[src/pkg/ipd_cfg.svh]
// Field positions, widths and counts for the PLL divider core
`ifndef IPD_CFG_SVH
`define IPD_CFG_SVH
`define IPD_WORD_W 20
`define IPD_AUX_W 8
`define IPD_MAIN_W 9
`define IPD_REF_W 6
`define IPD_SWALLOW_W 4
`define IPD_PRESCALE_LO 10
`define IPD_PRESCALE_HI 11
`define IPD_AUX_FP_OUT 2
`define IPD_AUX_PWRDN 3
`define IPD_AUX_CONT_LOAD 4
`define IPD_AUX_MODSEL_OUT 5
`define IPD_AUX_FC_OUT 6
`define IPD_WORD_RST 20'h0_0000
`define IPD_AUX_RST 8'h00
`endif

[src/pkg/ipd_pkg.sv]
// Types shared by the PLL divider core
package ipd_pkg;
   typedef struct packed {
      logic [5:0] ref_div;
      logic [8:0] main_div;
      logic bypass;
      logic [3:0] swallow;
   } ipd_div_s;
   typedef struct packed {
      logic serial_clk;
      logic serial_in;
      logic load_strobe;
      logic aux_write_select;
   } ipd_ser_s;
   typedef struct packed {
      logic pump_up_n;
      logic pump_down_n;
      logic lock_filter_node;
      logic lock_indicator;
   } ipd_pd_s;
endpackage

[src/hw/ipd_core.sv]
// Integer-N PLL divider, serial programming and phase detector core
`timescale 1ns/1ps
`include "ipd_cfg.svh"

module ipd_core #(
   parameter int WORD_W = `IPD_WORD_W,
   parameter int AUX_W = `IPD_AUX_W,
   parameter int MAIN_W = `IPD_MAIN_W,
   parameter int REF_W = `IPD_REF_W,
   parameter int SWALLOW_W = `IPD_SWALLOW_W
) (
   input wire logic sys_clk,
   input wire logic rst_n,
   input wire logic clk_en,
   input wire logic vco_in,
   input wire logic ref_in,
   input wire ipd_pkg::ipd_ser_s ser_in,
   input wire logic register_bank_select,
   input wire logic aux_bits_gate,
   output ipd_pkg::ipd_pd_s pd_out,
   output logic test_out,
   output logic divided_vco,
   output logic comparison_clock
);
   import ipd_pkg::*;

   // Widths are fixed by the serial word layout and the packed types
   if (WORD_W != `IPD_WORD_W) begin : g_bad_word
      $error("WORD_W must equal the serial word length");
   end
   if (AUX_W != `IPD_AUX_W) begin : g_bad_aux
      $error("AUX_W must equal the aux byte length");
   end
   if (MAIN_W != `IPD_MAIN_W) begin : g_bad_main
      $error("MAIN_W must match the main count field");
   end
   if (REF_W != `IPD_REF_W) begin : g_bad_ref
      $error("REF_W must match the reference count field");
   end
   if (SWALLOW_W != `IPD_SWALLOW_W) begin : g_bad_swallow
      $error("SWALLOW_W must match the swallow count field");
   end

   localparam int NS = 4;
   localparam int PRE_LO_LAST = `IPD_PRESCALE_LO - 1;
   localparam int PRE_HI_LAST = `IPD_PRESCALE_HI - 1;

   // Three-stage samplers for the serial, VCO and reference pins; bank select and aux gate are used unsampled
   wire [NS-1:0] pin_raw = {ser_in.serial_clk, ser_in.serial_in, ser_in.load_strobe,
                            ser_in.aux_write_select};
   wire [NS-1:0] stable_lvl;
   logic [NS-1:0] prev_q;
   logic [2:0] vco_smp_q;
   logic [2:0] ref_smp_q;
   logic vco_lvl_q, ref_lvl_q;

   genvar gi;
   generate
      for (gi = 0; gi < NS; gi++) begin : g_smp
         logic [2:0] smp_q;
         logic lvl_q;
         always_ff @(posedge sys_clk) begin
            if (!rst_n) begin
               smp_q <= 3'h0;
               lvl_q <= 1'b0;
            end else if (clk_en) begin
               smp_q <= {smp_q[1:0], pin_raw[gi]};
               // Last two stages must agree before a level is taken
               if (smp_q[1] == smp_q[2]) begin
                  lvl_q <= smp_q[2];
               end
            end
         end
         assign stable_lvl[gi] = lvl_q;
      end
   endgenerate

   always_ff @(posedge sys_clk) begin
      if (!rst_n) begin
         prev_q <= 4'h0;
         vco_smp_q <= 3'h0;
         ref_smp_q <= 3'h0;
         vco_lvl_q <= 1'b0;
         ref_lvl_q <= 1'b0;
      end else if (clk_en) begin
         prev_q <= stable_lvl;
         vco_smp_q <= {vco_smp_q[1:0], vco_in};
         ref_smp_q <= {ref_smp_q[1:0], ref_in};
         if (vco_smp_q[1] == vco_smp_q[2]) begin
            vco_lvl_q <= vco_smp_q[2];
         end
         if (ref_smp_q[1] == ref_smp_q[2]) begin
            ref_lvl_q <= ref_smp_q[2];
         end
      end
   end

   // Rising edge of a level against its value one cycle earlier
   function automatic logic rose(input logic now_v, input logic was_v);
      return now_v & ~was_v;
   endfunction

   wire sclk_s = stable_lvl[3];
   wire sdat_s = stable_lvl[2];
   wire load_s = stable_lvl[1];
   wire auxw_s = stable_lvl[0];
   wire sclk_rise = rose(sclk_s, prev_q[3]);
   wire load_rise = rose(load_s, prev_q[1]);
   wire auxw_fall = ~auxw_s & prev_q[0];
   logic vco_lvl_p_q, ref_lvl_p_q;
   wire vco_rise = rose(vco_lvl_q, vco_lvl_p_q);
   wire ref_rise = rose(ref_lvl_q, ref_lvl_p_q);

   // Serial programming registers; never powered down
   logic [WORD_W-1:0] divider_setting_word_q;
   logic [WORD_W-1:0] secondary_word_q;
   logic [AUX_W-1:0] aux_shift_q;
   logic [AUX_W-1:0] auxiliary_control_byte_q;

   always_ff @(posedge sys_clk) begin
      if (!rst_n) begin
         divider_setting_word_q <= `IPD_WORD_RST;
         secondary_word_q <= `IPD_WORD_RST;
         aux_shift_q <= `IPD_AUX_RST;
         auxiliary_control_byte_q <= `IPD_AUX_RST;
      end else if (clk_en) begin
         if (sclk_rise && !auxw_s && !load_s) begin
            divider_setting_word_q <= {divider_setting_word_q[`IPD_WORD_W-2:0], sdat_s};
         end
         if (sclk_rise && auxw_s && !load_s) begin
            // First bit in ends at bit 0, so bit n is the n-th bit sent
            aux_shift_q <= {sdat_s, aux_shift_q[AUX_W-1:1]};
         end
         if (load_rise) begin
            secondary_word_q <= divider_setting_word_q;
         end
         if (auxw_fall) begin
            auxiliary_control_byte_q <= aux_shift_q;
         end
      end
   end

   // Decode a word into its counter fields, first bit in at the top
   function automatic ipd_div_s ipd_unpack(input logic [19:0] w);
      ipd_div_s d;
      d.ref_div = {w[19:18], w[7:4]};
      d.main_div = {w[17:16], w[14:8]};
      d.bypass = w[15];
      d.swallow = w[3:0];
      return d;
   endfunction

   // A bank switch reaches the counters at their next reload point
   // Bank selection
   wire [19:0] sel_word = register_bank_select ? divider_setting_word_q : secondary_word_q;
   wire ipd_div_s sel_div = ipd_unpack(sel_word);

   wire [7:0] aux_eff = aux_bits_gate ? 8'h00 : auxiliary_control_byte_q;
   // Power down stops counters and detector; the serial port keeps running
   wire pwr_down = aux_eff[`IPD_AUX_PWRDN];
   // Continuous load holds the main and reference counters at zero; the prescaler keeps counting and R zero still passes the reference
   wire cont_load = aux_eff[`IPD_AUX_CONT_LOAD];
   wire run = clk_en & ~pwr_down;

   // Active settings and counters
   ipd_div_s act_q;
   logic [3:0] pre_cnt_q;
   logic [MAIN_W-1:0] main_cnt_q;
   logic [SWALLOW_W-1:0] sw_cnt_q;
   logic [REF_W-1:0] ref_cnt_q;
   logic fp_q, fc_q;

   // Modulus 11 while swallow count remains
   wire modulus_select = ~act_q.bypass & (sw_cnt_q != 4'h0);
   wire [3:0] pre_last = modulus_select ? 4'(PRE_HI_LAST) : 4'(PRE_LO_LAST);
   wire pre_tick = vco_rise & (act_q.bypass | (pre_cnt_q == pre_last));
   wire main_end = pre_tick & (main_cnt_q == act_q.main_div);
   wire ref_end = ref_rise & (ref_cnt_q == act_q.ref_div);
   // Reload points are main and reference cycle ends, every cycle under continuous load
   wire reload_main = cont_load | main_end;
   wire reload_ref = cont_load | ref_end;

   always_ff @(posedge sys_clk) begin
      if (!rst_n) begin
         act_q <= '0;
         pre_cnt_q <= 4'h0;
         main_cnt_q <= 9'h000;
         sw_cnt_q <= 4'h0;
         ref_cnt_q <= 6'h00;
         fp_q <= 1'b0;
         fc_q <= 1'b0;
         vco_lvl_p_q <= 1'b0;
         ref_lvl_p_q <= 1'b0;
      end else if (run) begin
         vco_lvl_p_q <= vco_lvl_q;
         ref_lvl_p_q <= ref_lvl_q;
         if (reload_main) begin
            act_q.main_div <= sel_div.main_div;
            act_q.bypass <= sel_div.bypass;
            act_q.swallow <= sel_div.swallow;
         end
         if (reload_ref) begin
            act_q.ref_div <= sel_div.ref_div;
         end
         if (vco_rise) begin
            pre_cnt_q <= (act_q.bypass || pre_cnt_q == pre_last) ? 4'h0 : pre_cnt_q + 4'h1;
         end
         if (main_end || cont_load) begin
            main_cnt_q <= 9'h000;
            sw_cnt_q <= sel_div.swallow;
         end else if (pre_tick) begin
            main_cnt_q <= main_cnt_q + 9'h001;
            if (sw_cnt_q != 4'h0) begin
               sw_cnt_q <= sw_cnt_q - 4'h1;
            end
         end
         if (main_end) begin
            fp_q <= 1'b1;
         end else if (pre_tick) begin
            fp_q <= 1'b0;
         end
         if (ref_end || cont_load) begin
            ref_cnt_q <= 6'h00;
         end else if (ref_rise) begin
            ref_cnt_q <= ref_cnt_q + 6'h01;
         end
         if (ref_end) begin
            fc_q <= 1'b1;
         end else if (ref_rise) begin
            fc_q <= 1'b0;
         end
      end
   end

   // Pass-through follows the sampled level, so its duty is that of the pin
   // R zero passes reference through
   wire fc_sig = (act_q.ref_div == 6'h00) ? ref_lvl_q : fc_q;
   // Bypass with no prescaler: main output as computed
   wire fp_sig = fp_q;

   logic fp_p_q, fc_p_q, up_q, dn_q;
   wire fp_rise = rose(fp_sig, fp_p_q);
   wire fc_rise = rose(fc_sig, fc_p_q);
   // Coincident edges cancel, so both pumps never sit low together
   wire both = (up_q | fc_rise) & (dn_q | fp_rise);

   always_ff @(posedge sys_clk) begin
      if (!rst_n) begin
         fp_p_q <= 1'b0;
         fc_p_q <= 1'b0;
         up_q <= 1'b0;
         dn_q <= 1'b0;
      end else if (run) begin
         fp_p_q <= fp_sig;
         fc_p_q <= fc_sig;
         up_q <= both ? 1'b0 : (up_q | fc_rise);
         dn_q <= both ? 1'b0 : (dn_q | fp_rise);
      end else if (clk_en) begin
         up_q <= 1'b0;
         dn_q <= 1'b0;
      end
   end

   logic test_q;
   wire test_fp = aux_eff[`IPD_AUX_FP_OUT] & fp_sig;
   wire test_ms = aux_eff[`IPD_AUX_MODSEL_OUT] & modulus_select;
   wire test_fc = aux_eff[`IPD_AUX_FC_OUT] & fc_sig;
   wire test_d = test_fp | test_ms | test_fc;
   always_ff @(posedge sys_clk) begin
      if (!rst_n) begin
         test_q <= 1'b0;
      end else if (clk_en) begin
         test_q <= pwr_down ? 1'b0 : test_d;
      end
   end

   // Registered reference-side output, pass-through case included
   logic cmp_q;
   always_ff @(posedge sys_clk) begin
      if (!rst_n) begin
         cmp_q <= 1'b0;
      end else if (clk_en) begin
         cmp_q <= fc_sig;
      end
   end

   assign pd_out.pump_up_n = ~up_q;
   assign pd_out.pump_down_n = ~dn_q;
   assign pd_out.lock_filter_node = ~(pd_out.pump_up_n & pd_out.pump_down_n);
   assign pd_out.lock_indicator = pd_out.pump_up_n & pd_out.pump_down_n;
   assign test_out = test_q;
   assign divided_vco = fp_q;
   assign comparison_clock = cmp_q;
endmodule // ipd_core

[config.mk]
export PLATFORM = sky130hd
export DESIGN_NAME = ipd_core
export DESIGN_NICKNAME = d
export VERILOG_FILES = /design/src/pkg/ipd_pkg.sv /design/src/hw/ipd_core.sv
export VERILOG_INCLUDE_DIRS = /design/src /design/src/pkg
export SDC_FILE = /design/constraint.sdc
export NUM_CORES = 1
export LEC_CHECK = 0
export BUFFER_PORTS_ARGS = -buffer_cell sky130_fd_sc_hd__buf_4
export CELL_PAD_IN_SITES_DETAIL_PLACEMENT = 0
export CELL_PAD_IN_SITES_GLOBAL_PLACEMENT = 1
export CORE_MARGIN = 2
export CORE_UTILIZATION = 45
export CTS_CLUSTER_DIAMETER = 40
export DETAILED_ROUTE_END_ITERATION = 16
export PLACE_DENSITY_LB_ADDON = 0.1
export SETUP_SLACK_MARGIN = 0.2
export SYNTH_ARGS = -nofsm -noshare
export SYNTH_HDL_FRONTEND = slang
export SYNTH_SLANG_ARGS = --single-unit
[constraint.sdc]
create_clock -name sys_clk -period 3 [get_ports sys_clk]
set_clock_uncertainty 0.15 [all_clocks]
set_input_delay 0.3 -clock sys_clk [delete_from_list [all_inputs] [get_ports sys_clk]]
set_output_delay 0.3 -clock sys_clk [all_outputs]
set_load 0.05 [all_outputs]
* Word-level counts from Yosys, hierarchy flattened
Cells that the tools add are included.
** Word-level totals
- Register bits after elaboration :: 132
- Bits of input ports :: 11
- Output and inout bits :: 7
- Logic and storage cells :: 140
** Cells by class
- Add/subtract/negate cells :: 4
- Equality and inequality tests :: 9
- Muxes and demuxes :: 22
- Bitwise gates (word level) :: 36
- Reduce and logical (&&, ||, !) cells :: 35
** Operators with widths (count)
- $reduce_and A2 Y1 :: 17
- $mux W20 :: 1
- $mux W9 :: 2
- $and A1 B1 Y1 :: 17
- $mux W4 :: 4
- $mux W6 :: 2
- $not A1 Y1 :: 12
- $reduce_bool A2 Y1 :: 6
- $mux W1 :: 11
- $add A9 B1 Y9 const B :: 1
- $eq A9 B9 Y1 :: 1
- $mux W7 :: 1
- $or A1 B1 Y1 :: 7
- $add A6 B1 Y6 const B :: 1
- $eq A1 B1 Y1 :: 6
- $eq A6 B6 Y1 :: 1
- $logic_not A6 Y1 :: 1
- $add A4 B1 Y4 const B :: 1
- $eq A4 B4 Y1 :: 1
- $logic_and A1 B1 Y1 :: 4
- $reduce_bool A4 Y1 :: 1
- $sub A4 B1 Y4 const B :: 1
- $logic_or A1 B1 Y1 :: 3
- $reduce_and A3 Y1 :: 1
- other kinds (2) :: 3

* Logic depth before layout (Yosys ltp)
Gate-level depths: netlist (run 1).
- Depth in word-level cells :: 10
- Mapped depth :: 9
- Mapped depth without buffers :: 8

* Worst setup path before layout (run 1)
OpenSTA, ideal clock, no wires.
- Path type :: register to register
- Start :: reg sw_cnt_q[0]
- End :: reg sw_cnt_q[1]
- Setup time :: 0.075 ns
- Data arrival time :: 2.030 ns
- Required time :: 2.775 ns
- Slack :: 0.745 ns
- Stages on the path, launching flop included :: 9
- Buffers on the path :: 0
- Period minus slack after synthesis :: 2.255 ns
- Path through :: dfxtp_1 > inv_1 > ha_1 > nor3b_2 > mux2_2 > or2_1 > a31o_2 > mux2_4 > o22ai_2
** On the way
- Longest elaborated chain between the ends :: 10
- Elaborated cells on any way between the ends :: 15
- Those cells by class :: add/sub: 1; eq/ne: 1; mux: 4; bitwise: 4; reduce/logical: 5
** Ends and longest elaborated chain
- start: declaration :: RTL line ipd_core.sv:169 : logic [SWALLOW_W-1:0] sw_cnt_q;
- start signal: assignment :: RTL line ipd_core.sv:210 : sw_cnt_q <= sel_div.swallow;
- start signal: assignment :: RTL line ipd_core.sv:214 : sw_cnt_q <= sw_cnt_q - 4'h1;
- $reduce_bool A4 Y1 :: RTL line ipd_core.sv:174, ipd_core.sv:213
- $and A1 B1 Y1 :: RTL line ipd_core.sv:174 : wire modulus_select = ~act_q.bypass & (sw_cnt_q != 4'h0);
- $mux W2 :: RTL line ipd_core.sv:175 : wire [3:0] pre_last = modulus_select ? 4'(PRE_HI_LAST) : 4'(PRE_LO_LAST);
- $eq A4 B4 Y1 :: RTL line ipd_core.sv:176 : wire pre_tick = vco_rise & (act_q.bypass | (pre_cnt_q == pre_last));
- $or A1 B1 Y1 :: RTL line ipd_core.sv:176
- $and A1 B1 Y1 :: RTL line ipd_core.sv:176
- $and A1 B1 Y1 :: RTL line ipd_core.sv:177 : wire main_end = pre_tick & (main_cnt_q == act_q.main_div);
- $logic_or A1 B1 Y1 :: RTL line ipd_core.sv:208 : if (main_end || cont_load) begin
- $reduce_bool A2 Y1 (no line)
- $reduce_and A3 Y1 (no line)
Several ways; a longest one is shown, not always the timed one. The select of a mux whose other input is x is not followed.
A chain may end at the register's enable or synchronous reset.

* Worst setup path after layout (run 1)
Same ends and word-level chain as after synthesis.

==> results of run 1 <==
## kinds of logic (layout without fill, tap and decap cells)
kind of cell	count (synthesis)	count (layout)	synth area share
AOI/OAI and AO/OA	131	131	0.171
adders and majority gates	4	4	0.00889
muxes	52	52	0.0940
xor gates and xnor gates	26	26	0.0404
and+or+nand+nor	244	244	0.205
DFF	127	127	0.451
buffers and inverters	42	77	0.0287
## flip-flops by register name, summed over array words and instances, names as in the netlist, 3 cells and up
register / cells
main_cnt_q: 9
g_smp.lvl_q: 3
auxiliary_control_byte_q: 5
secondary_word_q: 20
act_q: 16
ref_cnt_q: 6
sw_cnt_q: 4
prev_q: 3
ref_smp_q: 3
pre_cnt_q: 4
g_smp.smp_q: 12
aux_shift_q: 6
vco_smp_q: 3
divider_setting_word_q: 20
## per-layer routing
layer	wire length, µm	up-vias
li1	-	2198
met1	5680	1976
met2	5250	44
met3	286	15
met4	197	0
met5	0	-
## worst max-delay path: stages (launching register included)
cell and delay, ns:
dfxtp_1 0.32, inv_1 0.07, ha_1 0.16, nor3b_2 0.28
mux2_2 0.39, or2_1 0.25, a31o_2 0.36, mux2_4 0.34
o22ai_2 0.13
## final cells by class
class / count / area [µm²]
Clock buffer: 20 / 457
Clock inverter: 12 / 165
Fill cell: 1141 / 5480
Inverter: 10 / 37.5
Multi-Input combinational cell: 457 / 2940
Sequential cell: 127 / 2540
Tap cell: 168 / 210
Timing Repair Buffer: 35 / 278
## cell usage in the layout (no fill, tap or decap), types with 5 or more instances in the layout
cell type        n
dfxtp_1        127
nand2_1        121
a21boi_0        61
mux2i_1         48
nor2b_1         36
buf_4           29
nand3_1         28
nor2_1          21
o211a_1         18
o21ai_0         17
clkbuf_16       17
xor2_1          15
a21oi_1         13
xnor2_1         11
inv_1           10
nor3_1           6
and3_1           6
a21o_1           6
clkinv_2         6
dlygate4sd3_1    6
nand4_1          5
## worst min path at each step
stage | endpoint | depth (start not counted) | from | slack [ns]
6_report | comparison_clock | 2 | clk_en | 0.05
5_1_grt | comparison_clock | 2 | clk_en | 0.07
4_1_cts | comparison_clock | 2 | clk_en | 0.04
3_5_place_dp | secondary_word_q[14] | 2 | secondary_word_q[14] | 0.31
3_3_place_gp | secondary_word_q[2] | 2 | secondary_word_q[2] | 0.30
2_1_floorplan | ref_lvl_p_q | 2 | ref_lvl_p_q | 0.29
## metrics by stage
| step | hold WS [ns] | std cells | setup WS [ns] | util | power, mW |
|---|---|---|---|---|---|
| 5_1_grt | 0.0664 | 829 | 0.317 | 0.547 | 4.11 |
| 4_1_cts | 0.0399 | 829 | 0.466 | 0.547 | 4.02 |
| 3_5_place_dp | 0.307 | 791 | 0.487 | 0.491 | 1.85 |
| 3_3_place_gp | 0.297 | 791 | 0.579 | 0.491 | 1.85 |
| 2_1_floorplan | 0.288 | 626 | 0.745 | - | 1.82 |
| 6_report | 0.0544 | 829 | 0.473 | 0.547 | 3.98 |
## power breakdown
part           total (mW)  internal [mW]  switching, mW
registers            1.70           1.70        0.00662
logic               0.116         0.0534         0.0622
clock network        2.16           1.42          0.735
==> flow_metrics.env, run 1 <==
export IMPL_finalNetCount=663
export IMPL_cts_htree_levels=4
export IMPL_synth_top_area_frac=0.451
export IMPL_cp_startpoint="sw_cnt_q[0]"
export IMPL_reg2reg_from="sw_cnt_q[0]"
export IMPL_cts_resized=0
export IMPL_synth_area_leaders="dfxtp_1 (45%), mux2i_1 (8.5%), a21boi_0 (8.1%)"
export IMPL_wl_mm=11.4
export IMPL_track_usage=0.187
export IMPL_ir_worst_vdd_v=0.000407
export IMPL_path_class="flop to flop"
export IMPL_grt_setup_unrepaired="false"
export IMPL_cts_root_buf="clkbuf_16"
export IMPL_rows=40
export IMPL_fin_crit_sh=0.842
export IMPL_clk_latency_ns=0.42
export IMPL_crit_path_end="sw_cnt_q[1]"
export IMPL_gp_congestion=0.797
export IMPL_final_setup_tns_ns=0
export IMPL_grt_max_degree=94
export IMPL_drt_iter0_markers=163
export IMPL_vias=4233
export IMPL_syn_area_um2=5630
export IMPL_yosys_most_used_dff="dfxtp_1"
export IMPL_synthMostInstantiatedCell="dfxtp_1"
export IMPL_grt_pass1_wl_mm=19.5
export IMPL_cts_sinks=127
export IMPL_die_h_um=116
export IMPL_r2r_end="sw_cnt_q[1]"
export IMPL_hp_class="input pin to flop"
export IMPL_detail_route_antenna_nets=0
export IMPL_cap_viol_max_count=0
export IMPL_synth_cell_types=46
export IMPL_required_ns=3.20
export IMPL_relSlewSlack=0.467
export IMPL_syn2layout_area_growth_pct=17.7
export IMPL_ios=18
export IMPL_start_util=0.465
export IMPL_cp_arrival_ns=2.73
export IMPL_grtUsageMet3=0.0492
export IMPL_cts_tree="built"
export IMPL_synth_seq_cells=127
export IMPL_placed_cell_area_um2=5950
export IMPL_synth_async_sr_flop_share=0
export IMPL_clk_pin_slew_ns=0.06
export IMPL_drv_slew=0
export IMPL_grt_overflow_total=0
export IMPL_io_buffers=17
export IMPL_setup_viol=0
export IMPL_grt_busiest_layer="met2"
export IMPL_worst_pin_slew_ns=0.800
export IMPL_core_um2=12100
export IMPL_syn_inst=626
export IMPL_grt_pass1_vias=4045
export IMPL_yosysWarnings=0
export IMPL_drive_gt1_frac=0.107
export IMPL_clockBufferDepth=2
export IMPL_wire_per_inst_um=13.8
export IMPL_endpoint_kind="flop"
export IMPL_die_x_um=116
export IMPL_dieArea_um2=13400
export IMPL_start_kind="flop"
export IMPL_worst_path_max_fanout=14
export IMPL_power_leakage_nw=2.72
export IMPL_ys_seq_area_frac=0.451
export IMPL_antenna_cells=0
export IMPL_met1_usage=0.237
export IMPL_status="completed"
export IMPL_ff2ff_path_depth=8
export IMPL_rrSetupSlack_ns=0.47
export IMPL_drc=0
export IMPL_synth_edf_count=0
export IMPL_finalCriticalPeriod_ns=2.53
export IMPL_powerDensity_nw_per_um2=600
export IMPL_final_area_um2=6630
export IMPL_use_met2=0.302
export IMPL_firstDrtPassIters=5
export IMPL_hpwl_mm=7.62
export IMPL_synth_common_cells="dfxtp_1 (127), nand2_1 (121), a21boi_0 (61)"
export IMPL_via_per_inst=5.11
export IMPL_hold_viol_final=0
export IMPL_syn_nets=641
export IMPL_synth_area_per_cell_um2=9.00
export IMPL_hold_buffers=6
export IMPL_cts_setup_buffers=0
export IMPL_max_freq_ghz=0.396
export IMPL_antenna_found_initial=0
export IMPL_synth_top_cell_by_area="dfxtp_1"
export IMPL_numCtsBuffers=17
Power figures use the tool's default switching activity.
==> run 2: changes to the inputs <==
ABC_AREA = 1   (was default)
CORE_UTILIZATION = 41   (was 45)
clock period = 2.1 ns   (was 3 ns; I/O delays follow)
==> run 2 against run 1 <==
- first-iteration DRC count rose by 93%
- via count rose by 11%
- combinational power increased by 140%
- clock power is 40% higher
- total power rose by 45%
- register-to-register slack worse by 0.21 ns
- critical path depth grew 6
- flip-flop and latch count unchanged
- clock-buffer cell count increased by 3
- final area shrank 0.26%
- synthesized cell count up 17%
- global-route usage decreased by 0.76 points
- largest cell class is now registers
==> flow_metrics.env, run 2 <==
export IMPL_status="completed"
export IMPL_grt_pass1_wl_mm=20.3
export IMPL_start_util=0.424
export IMPL_fin_crit_sh=0.875
export IMPL_numCtsBuffers=17
export IMPL_synth_seq_cells=127
export IMPL_ios=18
export IMPL_start_kind="flop"
export IMPL_gp_congestion=0.789
export IMPL_synth_top_area_frac=0.471
export IMPL_clk_latency_ns=0.42
export IMPL_rows=41
export IMPL_p_switching_mw=1.24
export IMPL_final_common_cell="nand2_1"
export IMPL_grt_max_degree=41
export IMPL_grt_overflow_total=0
export IMPL_max_freq_ghz=0.544
export IMPL_wire_per_inst_um=12.9
export IMPL_fill_cells=1261
export IMPL_worst_pin_slew_ns=0.809
export IMPL_synth_async_sr_flop_share=0
export IMPL_io_buffers=17
export IMPL_firstDrtPassIters=4
export IMPL_wl_mm=12.3
export IMPL_cp_slowest_stage_delay_ns=0.33
export IMPL_synth_cell_types=34
export IMPL_cts_root_buf="clkbuf_16"
export IMPL_clockBufferDepth=2
export IMPL_die_h_um=119
export IMPL_cp_arrival_ns=2.01
export IMPL_die_x_um=119
export IMPL_p_seq_frac=0.427
export IMPL_p_sw_frac=0.215
export IMPL_cts_tree="built"
export IMPL_endpoint_kind="flop"
export IMPL_dieArea_um2=14100
export IMPL_via_per_inst=4.92
export IMPL_syn_area_um2=5400
export IMPL_detail_route_antenna_nets=0
export IMPL_antenna_cells=0
export IMPL_cp_slowest_cell="dfxtp_2"
export IMPL_syn_nets=749
export IMPL_cap_viol_max_count=0
export IMPL_final_setup_tns_ns=0
export IMPL_synthMostInstantiatedCell="nand2_1"
export IMPL_drv_slew=0
export IMPL_yosysWarnings=0
export IMPL_setup_viol=0
export IMPL_hold_viol_final=0
export IMPL_track_usage=0.179
export IMPL_antenna_found_initial=0
export IMPL_worst_path_max_fanout=8
export IMPL_synth_top_cell_by_area="dfxtp_1"
export IMPL_largestRegisters="divider_setting_word_q (20), secondary_word_q (20), act_q (16)"
export IMPL_drt_iter0_markers=314
export IMPL_synth_common_cells="nand2_1 (130), dfxtp_1 (127), o21ai_0 (115)"
export IMPL_grt_pass1_vias=4459
export IMPL_drive_gt1_frac=0.162
export IMPL_required_ns=2.27
export IMPL_relSlewSlack=0.460
export IMPL_syn2layout_area_growth_pct=22.4
export IMPL_clk_pin_slew_ns=0.06
export IMPL_powerDensity_nw_per_um2=875
export IMPL_power_frac_comb=0.049
export IMPL_cts_htree_levels=4
export IMPL_cts_sinks=127
export IMPL_p_int_mw=4.54
export IMPL_yosys_most_used_dff="dfxtp_1"
export IMPL_core_um2=12700
export IMPL_crit_chain="inv_2 > ha_4 > nand3_4 > nand2_2 > nand2_2 > nand3_2 > nand2_4 > nand3_4 > nand2_8 > nand2_8 > nand2_4 > inv_1 > nor2_1 > nor2_1"
export IMPL_synth_area_leaders="dfxtp_1 (47%), o21ai_0 (11%), nand2_1 (9.0%)"
export IMPL_mostFrequentLayoutCells="nand2_1 (122), dfxtp_1 (119), o21ai_0 (113), a21oi_1 (92), inv_1 (75)"
export IMPL_hp_class="input pin to flop"
export IMPL_clkPwrFrac=0.524
export IMPL_hpwl_mm=7.87
export IMPL_grt_setup_unrepaired="true"
export IMPL_synth_area_per_cell_um2=7.36
export IMPL_path_class="flop to flop"
export IMPL_vias=4684
export IMPL_ys_seq_area_frac=0.471
export IMPL_finalNetCount=782
export IMPL_finalCriticalPeriod_ns=1.84
export IMPL_power_mw=5.78
export IMPL_power_leakage_nw=2.61
export IMPL_syn_inst=734
export IMPL_synth_edf_count=0
export IMPL_ir_worst_vdd_v=0.000581
export IMPL_drc=0
[run 2: cell count changes after synthesis, sizes merged, moves of 43 or more]
cell    previous run  this run
o21ai             19       119
a21oi             13       103
a21boi            61         0
mux2i             48         0
inv               10        85
nor2              21        64
[run 2: critical path, delay by kind of cell, from the launching register on]
family / cells / cell delay (ns)
adder cells (fa/ha/maj): 1 / 0.16
buffers and inverters: 2 / 0.10
flip-flops: 1 / 0.33
AND/OR/NAND/NOR: 11 / 0.98
[run 2: path summary, 6_finish.rpt]
kind	start	endpoint	slack [ns]	cells after the start
hold reg to reg	aux_shift_q[2]	aux_shift_q[2]	0.29	2
setup / recovery	sw_cnt_q[0]	sw_cnt_q[1]	0.26	14
hold / removal	clk_en	g_smp[1].lvl_q	0.009	3
setup reg to reg	sw_cnt_q[0]	sw_cnt_q[1]	0.26	14
[run 2: cell type report]
class	instances	area, µm²	share of cell area
well taps	172	215	0.0326
multi-input cells	489	2520	0.381
inverters	85	322	0.0486
flip-flops and latches	127	2550	0.386
clock buffers	23	488	0.0738
clock inverters	9	131	0.0199
repair buffers	47	384	0.0581
[run 2: per-stage QoR]
step                setup slack (ns)  instance area [µm²]  std cells  utilization  hold slack (ns)
CTS                            0.200                 6450        941        0.507          0.00337
global route                   0.190                 6610        952        0.520           0.0298
finish                         0.263                 6610        952        0.520          0.00887
floorplan                      0.287                 5400        734            -            0.195
global placement              0.0747                 5680        899        0.446            0.278
detailed placement            0.0123                 5680        899        0.446            0.283
[run 2: per-layer routing]
| layer | wire [µm] | global-route usage | vias up |
|---|---|---|---|
| met5 | 0 | 0 | - |
| met2 | 5970 | 0.311 | 59 |
| met1 | 5850 | 0.208 | 2149 |
| li1 | - | - | 2467 |
| met3 | 369 | 0.0473 | 9 |
| met4 | 102 | 0.0714 | 0 |
[run 2: cell families after synthesis]
| logic type | synth area share |
|---|---|
| buf+inv | 0.0857 |
| fa+ha+maj | 0.00927 |
| flops | 0.471 |
| xor+xnor | 0.0162 |
| simple gates | 0.196 |
| compound gates | 0.222 |
[run 2: what timing repair did]
item | CTS | global route
endpoints found under the hold margin | 14 | 0
pin swaps | 3 | 14
gates cloned | 1 | 1
setup endpoints to repair | 23 | 26
gates resized for setup | 16 | 26
buffers inserted | 1 | 10
hold buffers | 8 | 0
[run 2: power groups by stage]
stage	sequential, mW	combinational [mW]	clock [mW]
floorplan	2.52	0.174	0
global placement	2.52	0.244	0
detailed placement	2.52	0.245	0
CTS	2.47	0.268	3.10
global route	2.47	0.322	3.20
finish	2.47	0.284	3.03
==> run 3: changes to the inputs <==
CORE_ASPECT_RATIO = 0.6   (was default)
==> run 3 against run 2 <==
- setup slack improved by 0.023 ns
- critical path depth did not move
- sequential power barely moved
- final area barely moved
- global-route usage rose by 0.90 points
- flip-flop and latch count did not move
- routed wire length rose by 3.6%
- clock-buffer cell count did not move
- core utilization fell by 0.57 points
- die area rose by 0.22%
- sequential share of layout area barely moved
- critical endpoint is now sw_cnt_q[0]
- highest routed layer unchanged
==> flow_metrics.env, run 3 (same netlist as run 2, synthesis figures left out) <==
export IMPL_rows=32
export IMPL_power_leakage_nw=2.63
export IMPL_status="completed"
export IMPL_ios=18
export IMPL_start_kind="flop"
export IMPL_final_common_cell="nand2_1"
export IMPL_core_um2=12900
export IMPL_track_usage=0.188
export IMPL_gp_congestion=0.787
export IMPL_die_x_um=152
export IMPL_mostFrequentLayoutCells="nand2_1 (122), dfxtp_1 (121), o21ai_0 (115), a21oi_1 (92), inv_1 (76)"
export IMPL_fill_cells=1260
export IMPL_path_class="flop to flop"
export IMPL_worst_pin_slew_ns=0.791
export IMPL_powerDensity_nw_per_um2=862
export IMPL_io_buffers=17
export IMPL_drive_gt1_frac=0.154
export IMPL_p_int_mw=4.43
export IMPL_final_area_um2=6600
export IMPL_clockBufferDepth=2
export IMPL_setup_viol=0
export IMPL_finalCriticalPeriod_ns=1.81
export IMPL_multi_input_area_um2=2510
export IMPL_clk_pin_slew_ns=0.05
export IMPL_via_per_inst=4.93
export IMPL_grt_setup_unrepaired="false"
export IMPL_clk_latency_ns=0.41
export IMPL_syn2layout_area_growth_pct=22.3
export IMPL_utilization=0.514
export IMPL_power_frac_comb=0.051
export IMPL_hp_class="input pin to flop"
export IMPL_grt_pass1_vias=4360
export IMPL_p_seq_frac=0.433
export IMPL_largestRegisters="divider_setting_word_q (20), secondary_word_q (20), act_q (16)"
export IMPL_fin_crit_sh=0.864
export IMPL_firstDrtPassIters=5
export IMPL_finalNetCount=783
export IMPL_dp_slack_ns=-0.0444
export IMPL_drt_iter0_markers=346
export IMPL_hpwl_mm=8.18
export IMPL_wl_mm=12.7
export IMPL_antenna_cells=0
export IMPL_cts_tree="built"
export IMPL_required_ns=2.26
export IMPL_grt_overflow_total=0
export IMPL_wire_per_inst_um=13.4
export IMPL_clkPwrFrac=0.515
export IMPL_cap_viol_max_count=0
export IMPL_hold_viol_final=0
export IMPL_die_h_um=92.9
export IMPL_detail_route_antenna_nets=0
export IMPL_drc=0
export IMPL_setup_slack_ns=0.286
export IMPL_worst_path_max_fanout=8
export IMPL_cp_arrival_ns=1.97
export IMPL_cts_sinks=127
export IMPL_grt_pass1_wl_mm=21.3
export IMPL_numCtsBuffers=17
export IMPL_cts_htree_levels=4
export IMPL_p_switching_mw=1.27
export IMPL_vias=4689
export IMPL_whs_ns=0.131
export IMPL_regArea_um2=2550
export IMPL_placed_cell_area_um2=5690
export IMPL_cts_root_buf="clkbuf_16"
export IMPL_p_sw_frac=0.223
export IMPL_endpoint_kind="flop"
export IMPL_antenna_found_initial=0
export IMPL_ir_worst_vdd_v=0.000524
export IMPL_grt_max_degree=98
export IMPL_drv_slew=0
export IMPL_max_freq_ghz=0.551
export IMPL_start_util=0.420
export IMPL_final_setup_tns_ns=0
export IMPL_relSlewSlack=0.472
export IMPL_dieArea_um2=14100
==> run 3: cell types whose count changed in the layout (fill, tap and decap cells not counted), sizes merged <==
cell / change
clkinv: +2
bufinv: -1
clkinvlp: -1
dlygate4sd3: +1
==> run 3: power by group through the flow <==
stage	Combinational [mW]	Clock, mW	Sequential [mW]
after global routing	0.330	3.11	2.47
after global placement	0.245	0	2.52
final	0.292	2.93	2.47
after CTS	0.271	2.99	2.47
after floorplan	0.174	0	2.52
after detailed placement	0.247	0	2.52
==> run 3: layer usage <==
metal / up-vias / share of wire / track usage
li1: 2473 / - / -
met4: 0 / 0.011 / 0.0717
met5: - / 0 / 0
met1: 2146 / 0.55 / 0.279
met2: 57 / 0.40 / 0.266
met3: 13 / 0.035 / 0.0379
==> run 3: path summary, 6_finish.rpt <==
kind / end / depth (start not counted) / from / slack, ns
worst max-delay path: sw_cnt_q[0] / 14 / sw_cnt_q[0] / 0.29
worst min-delay path: act_q[4] / 4 / register_bank_select / 0.13
worst max register to register: sw_cnt_q[0] / 14 / sw_cnt_q[0] / 0.29
worst min register to register: aux_shift_q[7] / 2 / aux_shift_q[7] / 0.29
==> run 3: final cells by class <==
class | count | share of cell area
clock inverter | 9 | 0.0163
timing repair buffer | 48 | 0.0623
inverter | 85 | 0.0487
clock buffer | 23 | 0.0739
sequential | 127 | 0.386
tap | 170 | 0.0322
multi-input combinational | 489 | 0.380
==> run 3: per-stage QoR <==
stage	total power [mW]	std cells
2_1_floorplan	2.69	734
3_3_place_gp	2.76	896
3_5_place_dp	2.77	896
4_1_cts	5.73	940
5_1_grt	5.91	951
6_report	5.69	951
==> run 3: worst max-delay path: stages (launching register included) <==
cell and delay (ns):
dfxtp_2 0.33, inv_2 0.05, ha_4 0.17, nand3_4 0.07
nand2_2 0.07, nand2_2 0.09, nand3_2 0.08, nand2_4 0.11
nand3_4 0.10, nand2_8 0.11, nand2_8 0.09, nand2_4 0.10
inv_1 0.05, nor2_1 0.10, nor2_1 0.04
==> run 3: timing repair <==
item / 4_1_cts / 5_1_grt
gates resized for setup: 14 / 19
gates cloned: 1 / 0
buffers inserted: 2 / 11
hold endpoints to repair: 8 / 0
hold buffers: 9 / 0
setup endpoints to repair: 23 / 32
pin swaps: 2 / 13
